--- config.mk ---
export PLATFORM = sky130hd
export DESIGN_NAME = pmpc_top
export DESIGN_NICKNAME = d
export VERILOG_FILES = /design/src/common/pmpc_pkg.sv /design/src/core/pmpc_sync.sv /design/src/core/pmpc_top.sv
export SDC_FILE = /design/constraint.sdc
export NUM_CORES = 1
export LEC_CHECK = 0
export ABC_CLOCK_PERIOD_IN_PS = 5450
export BUFFER_PORTS_ARGS = -buffer_cell sky130_fd_sc_hd__clkbuf_2
export CAP_MARGIN = 30
export CORE_MARGIN = 10
export CORE_UTILIZATION = 28
export DETAILED_ROUTE_END_ITERATION = 8
export PLACE_DENSITY_LB_ADDON = 0.08
export SLEW_MARGIN = 20
export SYNTH_ARGS = -nofsm -noshare
export SYNTH_HDL_FRONTEND = slang
export SYNTH_SLANG_ARGS = --single-unit
--- constraint.sdc ---
create_clock -name ref_clk_i -period 5.45 [get_ports ref_clk_i]
set_clock_uncertainty 0.15 [all_clocks]
set_input_delay 1.3625 -clock ref_clk_i [delete_from_list [all_inputs] [get_ports ref_clk_i]]
set_output_delay 1.3625 -clock ref_clk_i [all_outputs]
set_load 0.02 [all_outputs]
--- src/common/pmpc_pkg.sv ---
// shared constants and types for the phy management pin control block
package pmpc_pkg;

    localparam int          PORTS      = 4;
    localparam int          DATA_BITS  = 16;
    localparam int          ADDR_W     = 5;
    localparam int          STRAP_W    = 3;
    localparam int          STRAP_LSB  = 2;
    localparam int          PIN_W      = 7;

    // frame layout: preamble, start, opcode, phy address, reg address
    localparam logic [5:0]  PRE_BITS   = 6'h20;
    localparam logic [3:0]  HDR_LAST   = 4'hb;
    localparam logic [3:0]  DATA_LAST  = 4'hf;
    localparam logic [1:0]  OP_WRITE   = 2'h1;
    localparam logic [1:0]  OP_READ    = 2'h2;

    // synchronised pin vector: {pwr_dn, rst_n, strap[2:0], mdc, mdio}
    localparam int          PIN_GPD    = 6;
    localparam int          PIN_RSTN   = 5;
    localparam int          PIN_STRAP  = 2;
    localparam int          PIN_MDC    = 1;
    localparam int          PIN_MDIO   = 0;
    localparam logic [6:0]  PIN_RST    = 7'h41;

    // tightest sampling margin: minimum management clock period over ref clock
    localparam int          REF_PERIOD_PS = 8000;
    localparam int          MDC_MIN_PS    = 80000;
    localparam int          MDC_MIN_CYC   = MDC_MIN_PS / REF_PERIOD_PS;

    typedef enum logic [2:0] {
        ST_PRE   = 3'h0,
        ST_START = 3'h1,
        ST_HDR   = 3'h2,
        ST_TA    = 3'h3,
        ST_WDATA = 3'h4,
        ST_RDATA = 3'h5
    } pmpc_state_t;

endpackage : pmpc_pkg

--- src/core/pmpc_sync.sv ---
// two-stage synchroniser for pins entering the reference clock domain
`timescale 1ns/1ps
module pmpc_sync #(
    parameter int         W       = 1,
    parameter logic [W-1:0] RST_VAL = '0
) (
    input  wire logic         ref_clk_i,
    input  wire logic         rst_i,
    input  wire logic [W-1:0] din_i,
    output logic      [W-1:0] dout_o
);

    logic [W-1:0] meta_r;
    logic [W-1:0] sync_r;

    always_ff @(posedge ref_clk_i or posedge rst_i) begin
        if (rst_i) begin
            meta_r <= RST_VAL;
            sync_r <= RST_VAL;
        end else begin
            meta_r <= din_i;
            sync_r <= meta_r;
        end
    end

    assign dout_o = sync_r;

endmodule : pmpc_sync

--- src/core/pmpc_top.sv ---
// pin control and management serial slave of a four-port phy
`timescale 1ns/1ps
module pmpc_top #(
    parameter int NPORT = pmpc_pkg::PORTS
) (
    input  wire logic                   ref_clk_i,
    input  wire logic                   rst_i,
    input  wire logic                   global_power_down_in_i,
    input  wire logic                   device_reset_n_i,
    input  wire logic                   mgmt_addr_strap_bit2_i,
    input  wire logic                   mgmt_addr_strap_bit3_i,
    input  wire logic                   mgmt_addr_strap_bit4_i,
    input  wire logic                   mdc_i,
    input  wire logic                   mdio_i,
    output logic                        mdio_o,
    output logic                        mdio_oe_o,
    output logic                        mgmt_interrupt_n_o,
    output logic                        mgmt_interrupt_n_oe_o,
    input  wire logic [NPORT-1:0]       port_irq_i,
    output logic      [NPORT-1:0]       port_power_down_o,
    output logic                        led_sync_o,
    output logic                        regs_default_o,
    output logic      [2:0]             phy_base_o,
    output logic                        reg_wr_o,
    output logic                        reg_rd_o,
    output logic      [1:0]             reg_port_o,
    output logic      [4:0]             reg_addr_o,
    output logic      [15:0]            reg_wdata_o,
    input  wire logic [15:0]            reg_rdata_i
);

    ////////////////////////////////////////////////////////////////////
    // pin synchronisation

    logic [pmpc_pkg::PIN_W-1:0] pins_raw;
    logic [pmpc_pkg::PIN_W-1:0] pins_s;

    assign pins_raw = {global_power_down_in_i, device_reset_n_i,
                       mgmt_addr_strap_bit4_i, mgmt_addr_strap_bit3_i,
                       mgmt_addr_strap_bit2_i, mdc_i, mdio_i};

    pmpc_sync #(
        .W       (pmpc_pkg::PIN_W),
        .RST_VAL (pmpc_pkg::PIN_RST)
    ) pmpc_sync_inst (
        .ref_clk_i (ref_clk_i),
        .rst_i     (rst_i),
        .din_i     (pins_raw),
        .dout_o    (pins_s)
    );

    logic       gpd_s;
    logic       dev_rst;
    logic       mdc_s;
    logic       mdio_s;
    logic [2:0] strap_s;

    assign gpd_s   = pins_s[pmpc_pkg::PIN_GPD];
    assign dev_rst = ~pins_s[pmpc_pkg::PIN_RSTN];
    assign mdc_s   = pins_s[pmpc_pkg::PIN_MDC];
    assign mdio_s  = pins_s[pmpc_pkg::PIN_MDIO];
    assign strap_s = pins_s[pmpc_pkg::PIN_STRAP +: pmpc_pkg::STRAP_W];

    ////////////////////////////////////////////////////////////////////
    // reset pin, strap capture, power-down

    logic       dev_rst_d_r;
    logic       gpd_d_r;
    logic [2:0] phy_base_r;

    always_ff @(posedge ref_clk_i or posedge rst_i) begin
        if (rst_i) begin
            dev_rst_d_r <= 1'b1;
        end else begin
            dev_rst_d_r <= dev_rst;
        end
    end

    // straps are latched on the cycle the device reset releases
    always_ff @(posedge ref_clk_i or posedge rst_i) begin
        if (rst_i) begin
            phy_base_r <= 3'h0;
        end else if (dev_rst_d_r && !dev_rst) begin
            phy_base_r <= strap_s;
        end
    end

    always_ff @(posedge ref_clk_i or posedge rst_i) begin
        if (rst_i) begin
            regs_default_o <= 1'b1;
        end else begin
            regs_default_o <= dev_rst;
        end
    end

    always_ff @(posedge ref_clk_i or posedge rst_i) begin
        if (rst_i) begin
            port_power_down_o <= '1;
        end else begin
            port_power_down_o <= {NPORT{gpd_s | dev_rst}};
        end
    end

    // release edge of the shared power-down pin aligns leds across chips
    always_ff @(posedge ref_clk_i or posedge rst_i) begin
        if (rst_i) begin
            gpd_d_r    <= 1'b1;
            led_sync_o <= 1'b0;
        end else begin
            gpd_d_r    <= gpd_s;
            led_sync_o <= gpd_d_r & ~gpd_s & ~dev_rst;
        end
    end

    assign phy_base_o = phy_base_r;

    ////////////////////////////////////////////////////////////////////
    // interrupt pin: pulls low only, never drives high

    assign mgmt_interrupt_n_o = 1'b0;

    always_ff @(posedge ref_clk_i or posedge rst_i) begin
        if (rst_i) begin
            mgmt_interrupt_n_oe_o <= 1'b0;
        end else begin
            mgmt_interrupt_n_oe_o <= (|port_irq_i) & ~dev_rst;
        end
    end

    ////////////////////////////////////////////////////////////////////
    // management clock edge detect

    logic mdc_d_r;
    logic mdc_rise;

    always_ff @(posedge ref_clk_i or posedge rst_i) begin
        if (rst_i) begin
            mdc_d_r <= 1'b0;
        end else begin
            mdc_d_r <= mdc_s;
        end
    end

    // sampling assumes at least MDC_MIN_CYC ref cycles per mdc period
    assign mdc_rise = mdc_s & ~mdc_d_r;

    ////////////////////////////////////////////////////////////////////
    // frame state machine

    pmpc_pkg::pmpc_state_t state_r;
    logic [5:0]  ones_r;
    logic [3:0]  cnt_r;
    logic [12:0] hdr_r;
    logic [13:0] hdr_full;
    logic [15:0] wsh_r;
    logic [15:0] rsh_r;
    logic        sel_r;
    logic        is_rd_r;
    logic        rd_pend_r;
    logic        hdr_match;
    logic [1:0]  hdr_op;

    assign hdr_full  = {hdr_r, mdio_s};
    // twelve header bits: opcode [11:10], phy address [9:5], reg [4:0]
    assign hdr_op    = hdr_full[11:10];
    assign hdr_match = (hdr_full[9:7] == phy_base_r) &&
                       ((hdr_op == pmpc_pkg::OP_READ) ||
                        (hdr_op == pmpc_pkg::OP_WRITE));

    always_ff @(posedge ref_clk_i or posedge rst_i) begin
        if (rst_i) begin
            state_r <= pmpc_pkg::ST_PRE;
            ones_r  <= 6'h00;
            cnt_r   <= 4'h0;
            hdr_r   <= 13'h0000;
            sel_r   <= 1'b0;
            is_rd_r <= 1'b0;
        end else if (dev_rst) begin
            state_r <= pmpc_pkg::ST_PRE;
            ones_r  <= 6'h00;
            cnt_r   <= 4'h0;
            sel_r   <= 1'b0;
            is_rd_r <= 1'b0;
        end else if (mdc_rise) begin
            case (state_r)
                pmpc_pkg::ST_PRE: begin
                    if (mdio_s) begin
                        if (ones_r != pmpc_pkg::PRE_BITS) begin
                            ones_r <= ones_r + 6'h01;
                        end
                    end else begin
                        if (ones_r == pmpc_pkg::PRE_BITS) begin
                            state_r <= pmpc_pkg::ST_START;
                        end
                        ones_r <= 6'h00;
                    end
                end
                pmpc_pkg::ST_START: begin
                    cnt_r   <= 4'h0;
                    state_r <= mdio_s ? pmpc_pkg::ST_HDR : pmpc_pkg::ST_PRE;
                end
                pmpc_pkg::ST_HDR: begin
                    hdr_r <= hdr_full[12:0];
                    cnt_r <= cnt_r + 4'h1;
                    if (cnt_r == pmpc_pkg::HDR_LAST) begin
                        sel_r   <= hdr_match;
                        is_rd_r <= (hdr_op == pmpc_pkg::OP_READ);
                        cnt_r   <= 4'h0;
                        state_r <= pmpc_pkg::ST_TA;
                    end
                end
                pmpc_pkg::ST_TA: begin
                    cnt_r <= cnt_r + 4'h1;
                    if (cnt_r[0]) begin
                        cnt_r   <= 4'h0;
                        state_r <= is_rd_r ? pmpc_pkg::ST_RDATA
                                           : pmpc_pkg::ST_WDATA;
                    end
                end
                pmpc_pkg::ST_WDATA,
                pmpc_pkg::ST_RDATA: begin
                    cnt_r <= cnt_r + 4'h1;
                    if (cnt_r == pmpc_pkg::DATA_LAST) begin
                        cnt_r   <= 4'h0;
                        sel_r   <= 1'b0;
                        state_r <= pmpc_pkg::ST_PRE;
                    end
                end
                default: begin
                    state_r <= pmpc_pkg::ST_PRE;
                end
            endcase
        end
    end

    ////////////////////////////////////////////////////////////////////
    // register side requests

    always_ff @(posedge ref_clk_i or posedge rst_i) begin
        if (rst_i) begin
            reg_rd_o    <= 1'b0;
            reg_port_o  <= 2'h0;
            reg_addr_o  <= 5'h00;
            rd_pend_r   <= 1'b0;
        end else begin
            reg_rd_o  <= 1'b0;
            rd_pend_r <= reg_rd_o;
            if (!dev_rst && mdc_rise && state_r == pmpc_pkg::ST_HDR &&
                cnt_r == pmpc_pkg::HDR_LAST) begin
                reg_port_o <= hdr_full[6:5];
                reg_addr_o <= hdr_full[4:0];
                reg_rd_o   <= hdr_match &&
                              (hdr_op == pmpc_pkg::OP_READ);
            end
        end
    end

    always_ff @(posedge ref_clk_i or posedge rst_i) begin
        if (rst_i) begin
            wsh_r       <= 16'h0000;
            reg_wr_o    <= 1'b0;
            reg_wdata_o <= 16'h0000;
        end else begin
            reg_wr_o <= 1'b0;
            if (!dev_rst && mdc_rise &&
                state_r == pmpc_pkg::ST_WDATA) begin
                wsh_r <= {wsh_r[14:0], mdio_s};
                if (cnt_r == pmpc_pkg::DATA_LAST) begin
                    reg_wdata_o <= {wsh_r[14:0], mdio_s};
                    reg_wr_o    <= sel_r;
                end
            end
        end
    end

    ////////////////////////////////////////////////////////////////////
    // data line drive: released for ones, pulled low for zeros

    assign mdio_o = 1'b0;

    always_ff @(posedge ref_clk_i or posedge rst_i) begin
        if (rst_i) begin
            rsh_r     <= 16'h0000;
            mdio_oe_o <= 1'b0;
        end else if (dev_rst) begin
            mdio_oe_o <= 1'b0;
        end else if (rd_pend_r) begin
            rsh_r <= reg_rdata_i;
        end else if (mdc_rise) begin
            mdio_oe_o <= 1'b0;
            if (state_r == pmpc_pkg::ST_TA && sel_r && is_rd_r) begin
                if (!cnt_r[0]) begin
                    mdio_oe_o <= 1'b1;
                end else begin
                    mdio_oe_o <= ~rsh_r[15];
                    rsh_r     <= {rsh_r[14:0], 1'b0};
                end
            end else if (state_r == pmpc_pkg::ST_RDATA && sel_r &&
                         cnt_r != pmpc_pkg::DATA_LAST) begin
                mdio_oe_o <= ~rsh_r[15];
                rsh_r     <= {rsh_r[14:0], 1'b0};
            end
        end
    end

endmodule : pmpc_top

==> reports/summary.txt <==
RUN STATUS
-------------------------------------------------------------------------------------
Result of the run ......................................................    completed

FINAL LAYOUT
-------------------------------------------------------------------------------------
Count of inserted antenna diode cells ..................................            0
Number of inserted filler cells in the final layout ....................         1678
Final instance area ....................................................  0.00559 mm2
Area added between synthesis and finish ................................        17.4%
Share of post-route cells with drive strength above 1 ..................        35.9%
Count of nets after finishing ..........................................          486

CRITICAL PATH
-------------------------------------------------------------------------------------
Sort of element at the end of the critical path ........................     register
Cell depth of the worst flop-to-flop path ..............................            5
Source of the worst register-to-register timing path ................... pmpc_sync_inst.dout_o[5]
Req. time, crit path ...................................................      5530 ps
Signal arrival time at the worst endpoint ..............................      2930 ps
CP startpoint kind .....................................................     register
Worst setup slack for register-to-register paths .......................      2600 ps
Kind of critical path .................................................. register to register
Worst R2R End .......................................................... reg_wdata_o[3]
Critical path fanouts, max .............................................           29

STA
-------------------------------------------------------------------------------------
Remaining max-slew budget at the tightest pin ..........................        41.2%
Part of the cycle the worst path needs .................................        52.2%
Maximum frequency from static timing analysis ..........................    0.351 GHz
Final critical-path required period ....................................      2850 ps
Sum of negative setup slack ............................................         0 ps
Final hold violation count .............................................            0
Unrepaired setup endpoints after global routing ........................        false
Fin. max-slew vios .....................................................            0
Worst setup slack after layout .........................................      2600 ps
Setup-violating endpoint count in the final report .....................            0
Tightest Pin Transition ................................................       882 ps

LOGIC SYNTHESIS
-------------------------------------------------------------------------------------
Synthesized instance count .............................................          392
Warnings, synthesis ....................................................            0
Most common cell in the netlist ........................................ sky130_fd_sc_hd__dfrtp_1
Register bit count reported by yosys ...................................          107
Post-synth top cells ................................................... sky130_fd_sc_hd__dfrtp_1, sky130_fd_sc_hd__mux2_2, sky130_fd_sc_hd__nor3_1
Ys async rst share .....................................................         100%
Post-synth top area share ..............................................        52.6%
Register area share after synthesis ....................................        56.5%
Synthesized area per cell ..............................................     12.1 um2
Largest area contributor in the synthesized netlist .................... sky130_fd_sc_hd__dfrtp_1
Number of enable-type register cells in the synthesized netlist ........            0
Unique masters post-synth ..............................................           60
Main flop type after synthesis ......................................... sky130_fd_sc_hd__dfrtp_1
Top cells by area in the synthesized netlist ........................... sky130_fd_sc_hd__dfrtp_1, sky130_fd_sc_hd__mux2_2, sky130_fd_sc_hd__dfstp_2
Synthesized cell area ..................................................  0.00476 mm2

CLOCKING
-------------------------------------------------------------------------------------
CTS hold repair buffers ................................................            0
CTS tree ...............................................................        built
Root buffer cell ....................................................... sky130_fd_sc_hd__clkbuf_16
H-Tree Depth ...........................................................            3
Cts repair resizes .....................................................            0
Setup fix buffers added after clock tree synthesis .....................            0
Worst skew pair latency ................................................       350 ps
Clock-pin slew of the registers on the worst-case setup and hold paths .        70 ps
CTS sink cnt ...........................................................          107
Total CTS buffers ......................................................            9
Longest Clk Path Bufs ..................................................            2

FLOORPLAN
-------------------------------------------------------------------------------------
I/O pin count ..........................................................           67
Effective utilization at floorplan .....................................        28.6%
Row count ..............................................................           47
Die Y-Extent ...........................................................       150 um
Floorplan die width ....................................................       150 um
Total die area .........................................................   0.0226 mm2
Core area ..............................................................   0.0166 mm2

GLOBAL ROUTE
-------------------------------------------------------------------------------------
Wire length of the first global-routing pass ...........................      17.7 mm
Total global-route track usage .........................................        9.86%
Via count of the first global-routing pass .............................         3372
Largest net degree at the start of global routing ......................           51
GRT Residual Overflow ..................................................            0
Antenna violations before repair .......................................            0

POWER AND IR DROP
-------------------------------------------------------------------------------------
Power per unit of standard cell area ...................................   279 mW/mm2
Proportion of total power due to net switching .........................        22.6%
Internal ...............................................................      1.21 mW
Static power due to leakage ............................................      2.64 nW
Net load switching power ...............................................     0.352 mW
Clock share of power ...................................................        42.6%
Worst vdd rail ir drop .................................................   0.000194 V
Power share of the sequential group ....................................        52.4%
Part of the total power dissipated in combinational logic ..............         5.0%

ROUTE
-------------------------------------------------------------------------------------
TritonRoute pass-1 iters ...............................................            6
Average wire per standard cell .........................................      15.9 um
DRC violation count after routing ......................................            0
Vias per cell ..........................................................         4.71
Post-detailed-route count of antenna-violating nets ....................            0
Number of DRC markers in iteration 0 ...................................          138
Detailed Route WL ......................................................      10.7 mm
Number of vias after detailed routing ..................................         3174

PLACED DESIGN
-------------------------------------------------------------------------------------
Number of buffers inserted by port buffering ...........................           64
Post-place instance area ...............................................  0.00528 mm2
Final weighted congestion in routability-driven placement ..............        0.732
Final HPWL from detailed placement .....................................      7.45 mm
DP Worst Slack .........................................................      2580 ps

MIN PATH
-------------------------------------------------------------------------------------
Worst min path class ................................................... register to register
Terminating pin of the worst hold path ................................. pmpc_sync_inst.dout_o[3]
Hold path startpoint ................................................... pmpc_sync_inst.meta_r[3]
Count of cells along the worst hold path ...............................            0

JOB
-------------------------------------------------------------------------------------
Max-capacitance violation count ........................................            0

==> layout by cell type, fill, tap and decap left out, types with 10 or more instances in the layout <==
master                       n
sky130_fd_sc_hd__clkbuf_2   64
sky130_fd_sc_hd__a21oi_1    16
sky130_fd_sc_hd__o22ai_1    14
sky130_fd_sc_hd__dfrtp_1   100
sky130_fd_sc_hd__nand2_1    13
sky130_fd_sc_hd__nor3_1     24
sky130_fd_sc_hd__mux2_2     43
sky130_fd_sc_hd__or2_2      10
sky130_fd_sc_hd__nor2_1     18
sky130_fd_sc_hd__nand3_1    10
sky130_fd_sc_hd__o21ai_0    14
==> flip-flops by register name, summed over array words and instances, names as in the netlist, 4 cells and up <==
signal                 cells
reg_wdata_o               16
rsh_r                     16
wsh_r                     15
hdr_r                     11
pmpc_sync_inst.dout_o      7
pmpc_sync_inst.meta_r      7
ones_r                     6
reg_addr_o                 5
cnt_r                      4
==> worst max-delay path by stage <==
stage | start | to | slack (ps) | depth (start not counted)
floorplan | rst_i | cnt_r[0] | 1130 | 1
global placement | rst_i | reg_wdata_o[12] | 2620 | 3
detailed placement | pmpc_sync_inst.dout_o[5] | reg_wdata_o[3] | 2580 | 5
CTS | pmpc_sync_inst.dout_o[5] | reg_wdata_o[3] | 2560 | 5
global route | pmpc_sync_inst.dout_o[5] | reg_wdata_o[3] | 2440 | 5
finish | pmpc_sync_inst.dout_o[5] | reg_wdata_o[3] | 2600 | 5
==> layout make-up <==
cell class                      count  area (um2)  share of cell area [%]
Sequential cell                   107        2690                    48.1
Multi-Input combinational cell    249        1890                    33.8
Timing Repair Buffer               70         383                    6.85
Tap cell                          220         275                    4.93
Clock buffer                       11         243                    4.34
Clock inverter                      5        62.6                    1.12
Inverter                           12        47.5                   0.851
==> logic make-up after synthesis <==
family | after synthesis | synth area share (%)
compound gates | 76 | 10.7
mux | 55 | 13.6
simple gates | 104 | 12.4
other cells | 1 | 0.0788
buf+inv | 37 | 3.89
flops | 107 | 56.5
xor+xnor | 4 | 0.736
fa+ha+maj | 8 | 2.10
==> power by group through the flow <==
stage | registers (mW) | logic [mW] | clock network (mW)
2_1_floorplan | 0.836 | 0.0434 | 0
4_1_cts | 0.817 | 0.0806 | 0.697
3_3_place_gp | 0.833 | 0.0773 | 0
5_1_grt | 0.819 | 0.0875 | 0.731
6_report | 0.817 | 0.0776 | 0.664
3_5_place_dp | 0.833 | 0.0804 | 0
==> through the flow <==
step | util (%) | instances | hold slack [ps] | power [mW]
after CTS | 33.5 | 673 | 202 | 1.59
after global placement | 31.5 | 655 | 185 | 0.910
after detailed placement | 31.7 | 657 | 185 | 0.913
after global routing | 33.6 | 674 | 208 | 1.64
after floorplan | - | 393 | 181 | 0.879
final | 33.6 | 674 | 200 | 1.56
==> critical path, stage by stage (launching register included) <==
cell	delay [ps]
sky130_fd_sc_hd__dfrtp_1	320
sky130_fd_sc_hd__buf_4	320
sky130_fd_sc_hd__nand3b_4	270
sky130_fd_sc_hd__or4_4	620
sky130_fd_sc_hd__or2_1	600
sky130_fd_sc_hd__mux2_4	420
==> routing by layer <==
metal  global-route usage [%]  share of wire [%]  routed length (um)  vias up
met5                        0                  0                   0        -
met4                     4.03                2.0                 214        0
met3                     3.33                5.5                 584       14
met2                     15.8                 46                4940       68
met1                     11.9                 46                4960     1569
li1                         -                  -                   -     1523
(Power assumes the default switching activity.)
